`config.mk`:
```
export PLATFORM = sky130hd
export DESIGN_NAME = sfs_top
export DESIGN_NICKNAME = d
export VERILOG_FILES = /design/src/rtl/sfs_pkg.sv /design/src/rtl/sfs_occ_if.sv /design/src/rtl/sfs_top.sv /design/src/rtl/sfs_occ_count.sv /design/src/rtl/sfs_irq.sv
export VERILOG_INCLUDE_DIRS = /design/src /design/src/rtl
export SDC_FILE = /design/constraint.sdc
export NUM_CORES = 1
export LEC_CHECK = 0
export BUFFER_PORTS_ARGS = -buffer_cell sky130_fd_sc_hd__buf_2
export CAP_MARGIN = 40
export CORE_MARGIN = 3
export CORE_UTILIZATION = 55
export CTS_CLUSTER_DIAMETER = 100
export DETAILED_ROUTE_END_ITERATION = 12
export MAX_ROUTING_LAYER = met4
export PLACE_DENSITY = 0.86
export SLEW_MARGIN = 30
export SYNTH_ARGS = -nofsm -noshare
export SYNTH_HDL_FRONTEND = slang
export SYNTH_HIERARCHICAL = 1
export SYNTH_SLANG_ARGS = --single-unit
```
`constraint.sdc`:
```
create_clock -name clk_i -period 5.7 [get_ports clk_i]
set_input_delay 1.71 -clock clk_i [delete_from_list [all_inputs] [get_ports clk_i]]
set_output_delay 1.71 -clock clk_i [all_outputs]
set_load 0.005 [all_outputs]
```
`src/rtl/sfs_defines.svh`:
```
// Offsets, field positions, reset values and thresholds of the FIFO flag block
`ifndef SFS_DEFINES_SVH
`define SFS_DEFINES_SVH

// Register byte offsets
`define SFS_OFF_CTRL        8'h00
`define SFS_OFF_STATUS      8'h04
`define SFS_OFF_IRQ_STAT    8'h08
`define SFS_OFF_IRQ_MASK    8'h0C

// Control register field positions
`define SFS_CTRL_ENABLE     0
`define SFS_CTRL_WIDE       1
`define SFS_CTRL_QUEUE      2
`define SFS_CTRL_TX_MARK    3
`define SFS_CTRL_RX_MARK    4
`define SFS_CTRL_TX_DMA     5
`define SFS_CTRL_RX_DMA     6

// Status register field positions
`define SFS_ST_RX_EMPTY     0
`define SFS_ST_TX_FULL      1
`define SFS_ST_TX_NEAR_E    2
`define SFS_ST_RX_NEAR_F    3

// Reset values
`define SFS_CTRL_RST        7'h00
`define SFS_FLAGS_RST       4'h0
`define SFS_IRQ_RST         4'h0

// FIFO depth in entries, per word width
`define SFS_CAP_BYTES       4'h8
`define SFS_CAP_WORDS       4'h4

// Thresholds in bits held
`define SFS_RX_NF_BITS_M0   8'h30
`define SFS_RX_NF_BITS_M1   8'h20
`define SFS_TX_NE_BITS_M0   8'h10
`define SFS_TX_NE_BITS_M1   8'h20
`define SFS_TX_FULL_BITS    8'h40

`endif

```
`src/rtl/sfs_pkg.sv`:
```
// Types shared by the FIFO flag block
package sfs_pkg;

   // Bus slave states, one-hot
   typedef enum logic [1:0] {
      SFS_BUS_IDLE = 2'b01,
      SFS_BUS_ACK  = 2'b10
   } sfs_bus_state_t;

   // Control register contents
   typedef struct packed {
      logic rx_dma_enable;
      logic tx_dma_enable;
      logic rx_watermark_select;
      logic tx_watermark_select;
      logic queue_mode_enable;
      logic word_width_select;
      logic module_enable;
   } sfs_ctrl_t;

   // Four FIFO flags in status order
   typedef struct packed {
      logic rx_nearly_full_flag;
      logic tx_nearly_empty_flag;
      logic tx_full_flag;
      logic rx_empty_flag;
   } sfs_flags_t;

endpackage

```
`src/rtl/sfs_occ_if.sv`:
```
// Occupancy carrier between flag logic and one entry counter
`timescale 1ns/1ns
interface sfs_occ_if;
   logic       push;
   logic       pop;
   logic       flush;
   logic       wide;
   logic [3:0] level;
   logic       full;
   logic       empty;

   modport ctl (output push, output pop, output flush, output wide,
                input level, input full, input empty);
   modport cnt (input push, input pop, input flush, input wide,
                output level, output full, output empty);
endinterface

```
`src/rtl/sfs_top.sv`:
```
// FIFO status flags, DMA requests and register slave of the serial port
//
// The Wishbone interface to the registers and the register offsets were decided locally.
`timescale 1ns/1ns
`include "sfs_defines.svh"

module sfs_top
   import sfs_pkg::*;
(
   // Clock, reset, enable
   input  wire logic        clk_i,
   input  wire logic        rst_i,
   input  wire logic        ce_i,
   // Wishbone slave
   input  wire logic        wb_cyc_i,
   input  wire logic        wb_stb_i,
   input  wire logic        wb_we_i,
   input  wire logic [7:0]  wb_adr_i,
   input  wire logic [3:0]  wb_sel_i,
   input  wire logic [31:0] wb_dat_i,
   output logic      [31:0] wb_dat_o,
   output logic             wb_ack_o,
   // FIFO traffic
   input  wire logic        tx_push_i,
   input  wire logic        tx_pop_i,
   input  wire logic        rx_push_i,
   input  wire logic        data_high_read_i,
   input  wire logic        data_low_read_i,
   output logic             rx_pop_o,
   output logic             fifo_flush_o,
   // Flags and requests
   output sfs_flags_t       flags_o,
   output logic             tx_dma_req_o,
   output logic             rx_dma_req_o,
   output logic             irq_o
);
   import sfs_pkg::*;

   sfs_bus_state_t bus_state_reg;
   sfs_bus_state_t bus_state_next;
   sfs_ctrl_t      ctrl_reg;
   sfs_ctrl_t      ctrl_next;
   sfs_flags_t     flags_reg;
   sfs_flags_t     flags_next;
   logic [31:0]    rdata_reg;
   logic [31:0]    rdata_next;
   logic           req;
   logic           wr_take;
   logic           sel_ctrl;
   logic           sel_status;
   logic           sel_istat;
   logic           sel_imask;
   logic           settings_flush;
   logic           high_seen_reg;
   logic           rx_pop;
   logic [7:0]     tx_bits;
   logic [7:0]     rx_bits;
   logic [7:0]     rx_nf_limit;
   logic [7:0]     tx_ne_limit;
   logic [3:0]     irq_events;
   logic [3:0]     irq_stat;
   logic [3:0]     irq_mask;
   logic           irq_level;

   sfs_occ_if tx_occ ();
   sfs_occ_if rx_occ ();

   // Bits held for a count of entries at the current width
   function automatic logic [7:0] sfs_fill_bits(input logic [3:0] entries,
                                                 input logic       wide);
      logic [7:0] bits;
      bits = wide ? {entries, 4'h0} : {1'b0, entries, 3'h0};
      return bits;
   endfunction

   // Register address match on the word address
   function automatic logic sfs_hit(input logic [7:0] adr,
                                    input logic [7:0] off);
      logic match;
      match = (adr[7:2] == off[7:2]);
      return match;
   endfunction

   // Request present and not yet answered
   assign req     = wb_cyc_i && wb_stb_i && (bus_state_reg == SFS_BUS_IDLE);
   assign wr_take = req && wb_we_i && wb_sel_i[0];

   // Address decode
   assign sel_ctrl   = sfs_hit(wb_adr_i, `SFS_OFF_CTRL);
   assign sel_status = sfs_hit(wb_adr_i, `SFS_OFF_STATUS);
   assign sel_istat  = sfs_hit(wb_adr_i, `SFS_OFF_IRQ_STAT);
   assign sel_imask  = sfs_hit(wb_adr_i, `SFS_OFF_IRQ_MASK);

   // Bus state: one cycle of ack per request
   always_comb begin
      bus_state_next = bus_state_reg;
      case (bus_state_reg)
         SFS_BUS_IDLE: begin
            if (wb_cyc_i && wb_stb_i) begin
               bus_state_next = SFS_BUS_ACK;
            end
         end
         SFS_BUS_ACK: begin
            bus_state_next = SFS_BUS_IDLE;
         end
         default: begin
            bus_state_next = SFS_BUS_IDLE;
         end
      endcase
   end

   always_ff @(posedge clk_i) begin
      if (rst_i) begin
         bus_state_reg <= SFS_BUS_IDLE;
      end else if (ce_i) begin
         bus_state_reg <= bus_state_next;
      end
   end

   assign wb_ack_o = (bus_state_reg == SFS_BUS_ACK);

   // Control register next value from a write
   always_comb begin
      ctrl_next = ctrl_reg;
      if (wr_take && sel_ctrl) begin
         ctrl_next = sfs_ctrl_t'(wb_dat_i[6:0]);
      end
   end

   // Width, queue mode or enable changed by this write
   assign settings_flush = wr_take && sel_ctrl &&
      ((ctrl_next.word_width_select != ctrl_reg.word_width_select) ||
       (ctrl_next.queue_mode_enable != ctrl_reg.queue_mode_enable) ||
       (ctrl_next.module_enable     != ctrl_reg.module_enable));

   // Control register
   always_ff @(posedge clk_i) begin
      if (rst_i) begin
         ctrl_reg <= sfs_ctrl_t'(`SFS_CTRL_RST);
      end else if (ce_i) begin
         ctrl_reg <= ctrl_next;
      end
   end

   // Read data, captured with the ack
   always_comb begin
      rdata_next = 32'h0000_0000;
      if (sel_ctrl) begin
         rdata_next[6:0] = ctrl_reg;
      end else if (sel_status) begin
         rdata_next[3:0] = flags_reg;
      end else if (sel_istat) begin
         rdata_next[3:0] = irq_stat;
      end else if (sel_imask) begin
         rdata_next[3:0] = irq_mask;
      end
   end

   always_ff @(posedge clk_i) begin
      if (rst_i) begin
         rdata_reg <= 32'h0000_0000;
      end else if (ce_i && req) begin
         rdata_reg <= wb_we_i ? 32'h0000_0000 : rdata_next;
      end
   end

   assign wb_dat_o = rdata_reg;

   // Pairing of high and low reads in 16-bit mode
   always_ff @(posedge clk_i) begin
      if (rst_i) begin
         high_seen_reg <= 1'b0;
      end else if (ce_i) begin
         if (settings_flush || data_low_read_i) begin
            high_seen_reg <= 1'b0;
         end else if (data_high_read_i) begin
            high_seen_reg <= 1'b1;
         end
      end
   end

   // Pop on the low read, after the high one when words are 16 bits
   assign rx_pop = ctrl_reg.module_enable && data_low_read_i &&
                   (!ctrl_reg.word_width_select || high_seen_reg || data_high_read_i);

   // Transmit counter hookup
   assign tx_occ.push  = ctrl_reg.module_enable && tx_push_i;
   assign tx_occ.pop   = ctrl_reg.module_enable && tx_pop_i;
   assign tx_occ.flush = settings_flush;
   assign tx_occ.wide  = ctrl_reg.word_width_select;

   // Receive counter hookup
   assign rx_occ.push  = ctrl_reg.module_enable && rx_push_i;
   assign rx_occ.pop   = rx_pop;
   assign rx_occ.flush = settings_flush;
   assign rx_occ.wide  = ctrl_reg.word_width_select;

   sfs_occ_count u_tx_count (
      .clk_i (clk_i),
      .rst_i (rst_i),
      .ce_i  (ce_i),
      .occ   (tx_occ)
   );

   sfs_occ_count u_rx_count (
      .clk_i (clk_i),
      .rst_i (rst_i),
      .ce_i  (ce_i),
      .occ   (rx_occ)
   );

   // Occupancy in bits and selected thresholds
   assign tx_bits     = sfs_fill_bits(tx_occ.level, ctrl_reg.word_width_select);
   assign rx_bits     = sfs_fill_bits(rx_occ.level, ctrl_reg.word_width_select);
   assign rx_nf_limit = ctrl_reg.rx_watermark_select ? `SFS_RX_NF_BITS_M1
                                                     : `SFS_RX_NF_BITS_M0;
   assign tx_ne_limit = ctrl_reg.tx_watermark_select ? `SFS_TX_NE_BITS_M1
                                                     : `SFS_TX_NE_BITS_M0;

   // Flag values from occupancy, all zero without queue mode
   always_comb begin
      flags_next = sfs_flags_t'(`SFS_FLAGS_RST);
      if (ctrl_reg.queue_mode_enable) begin
         flags_next.rx_nearly_full_flag  = (rx_bits >= rx_nf_limit);
         flags_next.tx_nearly_empty_flag = (tx_bits <= tx_ne_limit);
         flags_next.tx_full_flag         = (tx_bits >= `SFS_TX_FULL_BITS);
         flags_next.rx_empty_flag        = rx_occ.empty;
      end
   end

   // Flag register: zero at power-on, settings reset follows new queue mode
   always_ff @(posedge clk_i) begin
      if (rst_i) begin
         flags_reg <= sfs_flags_t'(`SFS_FLAGS_RST);
      end else if (ce_i) begin
         if (settings_flush) begin
            flags_reg                      <= sfs_flags_t'(`SFS_FLAGS_RST);
            flags_reg.tx_nearly_empty_flag <= ctrl_next.queue_mode_enable;
            flags_reg.rx_empty_flag        <= ctrl_next.queue_mode_enable;
         end else begin
            flags_reg <= flags_next;
         end
      end
   end

   assign flags_o = flags_reg;

   // DMA requests from inverted full and empty flags
   assign tx_dma_req_o = ctrl_reg.queue_mode_enable && ctrl_reg.tx_dma_enable &&
                         !flags_reg.tx_full_flag;
   assign rx_dma_req_o = ctrl_reg.queue_mode_enable && ctrl_reg.rx_dma_enable &&
                         !flags_reg.rx_empty_flag;

   // Events: nearly-full, nearly-empty and full rising, receive data arriving
   always_comb begin
      irq_events = 4'h0;
      if (!settings_flush) begin
         irq_events[`SFS_ST_RX_NEAR_F] = flags_next.rx_nearly_full_flag &&
                                         !flags_reg.rx_nearly_full_flag;
         irq_events[`SFS_ST_TX_NEAR_E] = flags_next.tx_nearly_empty_flag &&
                                         !flags_reg.tx_nearly_empty_flag;
         irq_events[`SFS_ST_TX_FULL]   = flags_next.tx_full_flag &&
                                         !flags_reg.tx_full_flag;
         irq_events[`SFS_ST_RX_EMPTY]  = ctrl_reg.queue_mode_enable &&
                                         !flags_next.rx_empty_flag &&
                                         flags_reg.rx_empty_flag;
      end
   end

   sfs_irq u_irq (
      .clk_i     (clk_i),
      .rst_i     (rst_i),
      .ce_i      (ce_i),
      .event_i   (irq_events),
      .clr_we_i  (wr_take && sel_istat),
      .mask_we_i (wr_take && sel_imask),
      .wdata_i   (wb_dat_i[3:0]),
      .stat_o    (irq_stat),
      .mask_o    (irq_mask),
      .irq_o     (irq_level)
   );

   // Pulses toward the FIFO storage, and the interrupt level
   assign rx_pop_o     = rx_pop && !rx_occ.empty;
   assign fifo_flush_o = settings_flush && ce_i;
   assign irq_o        = irq_level;

endmodule

```
`src/rtl/sfs_occ_count.sv`:
```
// Entry counter of one FIFO, depth set by word width
`timescale 1ns/1ns
`include "sfs_defines.svh"
module sfs_occ_count (
   // Clock and reset
   input  wire logic clk_i,
   input  wire logic rst_i,
   input  wire logic ce_i,
   // Occupancy
   sfs_occ_if.cnt    occ
);
   logic [3:0] level_reg;
   logic [3:0] cap;
   logic       do_push;
   logic       do_pop;

   // Capacity and accepted moves
   assign cap     = occ.wide ? `SFS_CAP_WORDS : `SFS_CAP_BYTES;
   assign do_push = occ.push && (level_reg != cap);
   assign do_pop  = occ.pop && (level_reg != 4'h0);

   // Entry count, flush wins
   always_ff @(posedge clk_i) begin
      if (rst_i) begin
         level_reg <= 4'h0;
      end else if (ce_i) begin
         if (occ.flush) begin
            level_reg <= 4'h0;
         end else if (do_push && !do_pop) begin
            level_reg <= level_reg + 4'h1;
         end else if (do_pop && !do_push) begin
            level_reg <= level_reg - 4'h1;
         end
      end
   end

   assign occ.level = level_reg;
   assign occ.full  = (level_reg == cap);
   assign occ.empty = (level_reg == 4'h0);
endmodule

```
`src/rtl/sfs_irq.sv`:
```
// Sticky event bits, mask and level interrupt
`timescale 1ns/1ns
`include "sfs_defines.svh"
module sfs_irq (
   // Clock and reset
   input  wire logic       clk_i,
   input  wire logic       rst_i,
   input  wire logic       ce_i,
   // Events and software access
   input  wire logic [3:0] event_i,
   input  wire logic       clr_we_i,
   input  wire logic       mask_we_i,
   input  wire logic [3:0] wdata_i,
   // Results
   output logic      [3:0] stat_o,
   output logic      [3:0] mask_o,
   output logic            irq_o
);
   logic [3:0] stat_reg;
   logic [3:0] mask_reg;

   // Sticky status, write one clears, a new event wins
   always_ff @(posedge clk_i) begin
      if (rst_i) begin
         stat_reg <= `SFS_IRQ_RST;
      end else if (ce_i) begin
         stat_reg <= (stat_reg & ~(clr_we_i ? wdata_i : 4'h0)) | event_i;
      end
   end

   // Mask register
   always_ff @(posedge clk_i) begin
      if (rst_i) begin
         mask_reg <= `SFS_IRQ_RST;
      end else if (ce_i && mask_we_i) begin
         mask_reg <= wdata_i;
      end
   end

   assign stat_o = stat_reg;
   assign mask_o = mask_reg;
   assign irq_o  = |(stat_reg & mask_reg);
endmodule

```
==> flow_summary.json <==
{
  "path_class": "in2out",
  "cpMostUsedCell": "buf_2",
  "maxCapViolCount": 0,
  "die_area_um2": 6075,
  "die_h_um": 77.94,
  "finalSetupTns_ns": 0,
  "dr.pass1.iters": 5,
  "hpwl_um": 4801,
  "grt_pass1_vias": 2421,
  "power.leakage_nw": 1.245,
  "drive_gt1_share_pct": 23.24,
  "core_area_um2": 4848,
  "num_vias": 2571,
  "slew_headroom_pct": 49.51,
  "avgSynthCellArea_um2": 8.652,
  "via_per_inst": 5.883,
  "clock_skew_ns": 0.003752,
  "peakVddDrop_mv": 0.1472,
  "hold_class": "reg2reg",
  "postCtsSetupBuffers": 0,
  "post-place-ws_ns": 0.6371,
  "reg2reg_from": "rx_occ.wide$_SDFFE_PP0P_",
  "path_clk_slew_ns": 0.08,
  "placedCellCount": 428,
  "wl_per_cell_um": 15.54,
  "grt_overflow": 0,
  "outcome": "complete, no violations",
  "final_max_slew_viol_count": 0,
  "antennaDiodeCount": 0,
  "fin_crit_sh_pct": 89.28,
  "yosysWarnings": 6,
  "cp_slowest_stage_delay_ns": 0.57,
  "postSynthCellCount": 329,
  "grt_max_degree": 46,
  "critPathLaunchType": "input port",
  "gp_congestion": 0.8836,
  "die_w_um": 77.94,
  "io_pins": 97,
  "area_growth_pct": 9.143,
  "worst-r2r-setup-slack_ns": 2.73,
  "cts_tree": "built",
  "fillCellCount": 425,
  "initialDrtViolationCount": 161,
  "grt_pass1_wl_um": 11320,
  "antenna_left": 0,
  "cts_resized": 0,
  "drc_errors": 0,
  "worstRegToRegCells": 10,
  "worstPathRequired_ns": 3.99,
  "setup_viol": 0,
  "finalNonFillerCells": 437,
  "htreeDepth": 2,
  "initial_core_util_pct": 58.71,
  "num_rows": 25,
  "min_period_ns": 5.089,
  "cp_cell_sequence": "buf_2 > or4_4 > nor3_1 > and3b_1 > and2_1 > buf_2",
  "wl_um": 6789,
  "crit_fanout": 5,
  "crit_buf_inv": 2,
  "clockBufferDepth": 2,
  "slowest_stage": "or4_4",
  "grt_usage_pct": 23.63,
  "cp-end-kind": "primary output",
  "insertion_delay_ns": 0.30,
  "numPortBuffers": 41,
  "power_density_nw_per_um2": 164.5,
  "setup.worst_path.start": "wb_adr_i[7]",
  "clock_sinks": 37,
  "synth_area_um2": 2846,
  "arrival_ns": 3.38,
  "worst_slack_ns": 0.6113,
  "largest_reg_flops": 7,
  "clockRootBuffer": "clkbuf_8",
  "ctsHoldBuffers": 0,
  "max_freq_mhz": 196.5,
  "crit_path_end": "fifo_flush_o",
  "numCtsBuffers": 5,
  "reg2reg_to": "u_rx_count/occ.level[3]$_SDFFE_PP0P_",
  "finalHoldViolations": 0,
  "cp_num_cells": 6,
  "critical_path.top_delay_family": "simple AND/OR/NAND/NOR gates",
  "nets": 433,
  "worst_pin_slew_ns": 0.7563,
  "rsz0062_at_grt": "no",
  "grt_antenna_before_repair": 0
}
## power by group
part / internal, mW / switching (mW) / total (mW)
Combinational: 0.0163 / 0.0296 / 0.0459
Sequential: 0.259 / 0.00129 / 0.261
Clock: 0.0982 / 0.106 / 0.204
Total: 0.374 / 0.137 / 0.511
## cell usage in the layout, fill, tap and decap left out, types with 3 or more instances in the layout
cell type and count:
conb_1 25, buf_2 41, nand3_1 6, nand2_1 17, ha_1 7, nor3_1 7
mux2i_1 13, nor3b_1 3, o21a_1 3, or3_1 7, o21ai_0 8, a32oi_1 3
nor2b_1 8, and2_1 6, clkbuf_8 6, a221o_1 4, nor4_1 4, a21bo_2 6
o32ai_1 4, nor2_1 23, nand4b_1 4, dfxtp_1 37, buf_4 4, a22oi_1 6
o211ai_1 4, a21oi_1 20, nand2b_1 11, mux2_2 5, a31oi_1 7, xor2_1 5
inv_1 11
## worst reg2reg max path, stage by stage, from the launching register on
cell and delay (ns):
dfxtp_1 0.82, inv_1 0.10, o311a_1 0.45, o41ai_2 0.13, nand2_1 0.19, ha_1 0.36
a21oi_1 0.14, nand2_1 0.12, o311a_2 0.15, o21a_1 0.17, o32ai_1 0.27
## layout make-up
cell class	count	area [µm²]	area share, %
inverter	11	41.29	1.329
tap	67	83.83	2.698
multi-input combinational	268	1889	60.81
clock buffer	6	82.58	2.658
clock inverter	2	13.76	0.4430
sequential	37	740.7	23.84
timing repair buffer	46	255.2	8.216
## metrics by stage
stage | power (mW) | hold WS [ns] | util [%] | cell area [µm²]
finish | 0.5111 | 0.5042 | 64.08 | 3107
floorplan | 0.3032 | 0.4625 | - | 2937
global placement | 0.3085 | 0.4708 | 61.68 | 2990
global route | 0.5259 | 0.5222 | 64.08 | 3107
detailed placement | 0.3099 | 0.4837 | 61.68 | 2990
CTS | 0.5111 | 0.5041 | 63.66 | 3087
## layer usage
layer | vias up | global-route usage, % | part of all wire, %
li1 | 1260 | - | -
met1 | 1199 | 29.33 | 44
met2 | 98 | 37.24 | 47
met3 | 14 | 4.292 | 6.4
met4 | 0 | 11.01 | 2.1
met5 | - | - | 0
## how the worst min path moves through the flow
stage | startpoint | end | slack, ns | cells after the start
global placement | wb_dat_o[4]$_SDFFE_PP0P_ | wb_dat_o[4]$_SDFFE_PP0P_ | 0.47 | 2
detailed placement | wb_dat_o[6]$_SDFFE_PP0P_ | wb_dat_o[6]$_SDFFE_PP0P_ | 0.48 | 2
global route | wb_dat_o[1]$_SDFFE_PP0P_ | wb_dat_o[1]$_SDFFE_PP0P_ | 0.52 | 1
CTS | bus_state_reg[1]$_SDFFE_PP0P_ | bus_state_reg[1]$_SDFFE_PP0P_ | 0.50 | 2
floorplan | bus_state_reg[1]$_SDFFE_PP0P_ | bus_state_reg[1]$_SDFFE_PP0P_ | 0.46 | 2
finish | wb_dat_o[2]$_SDFFE_PP0P_ | wb_dat_o[2]$_SDFFE_PP0P_ | 0.50 | 1
No activity file was read; power rests on OpenSTA's default activity.
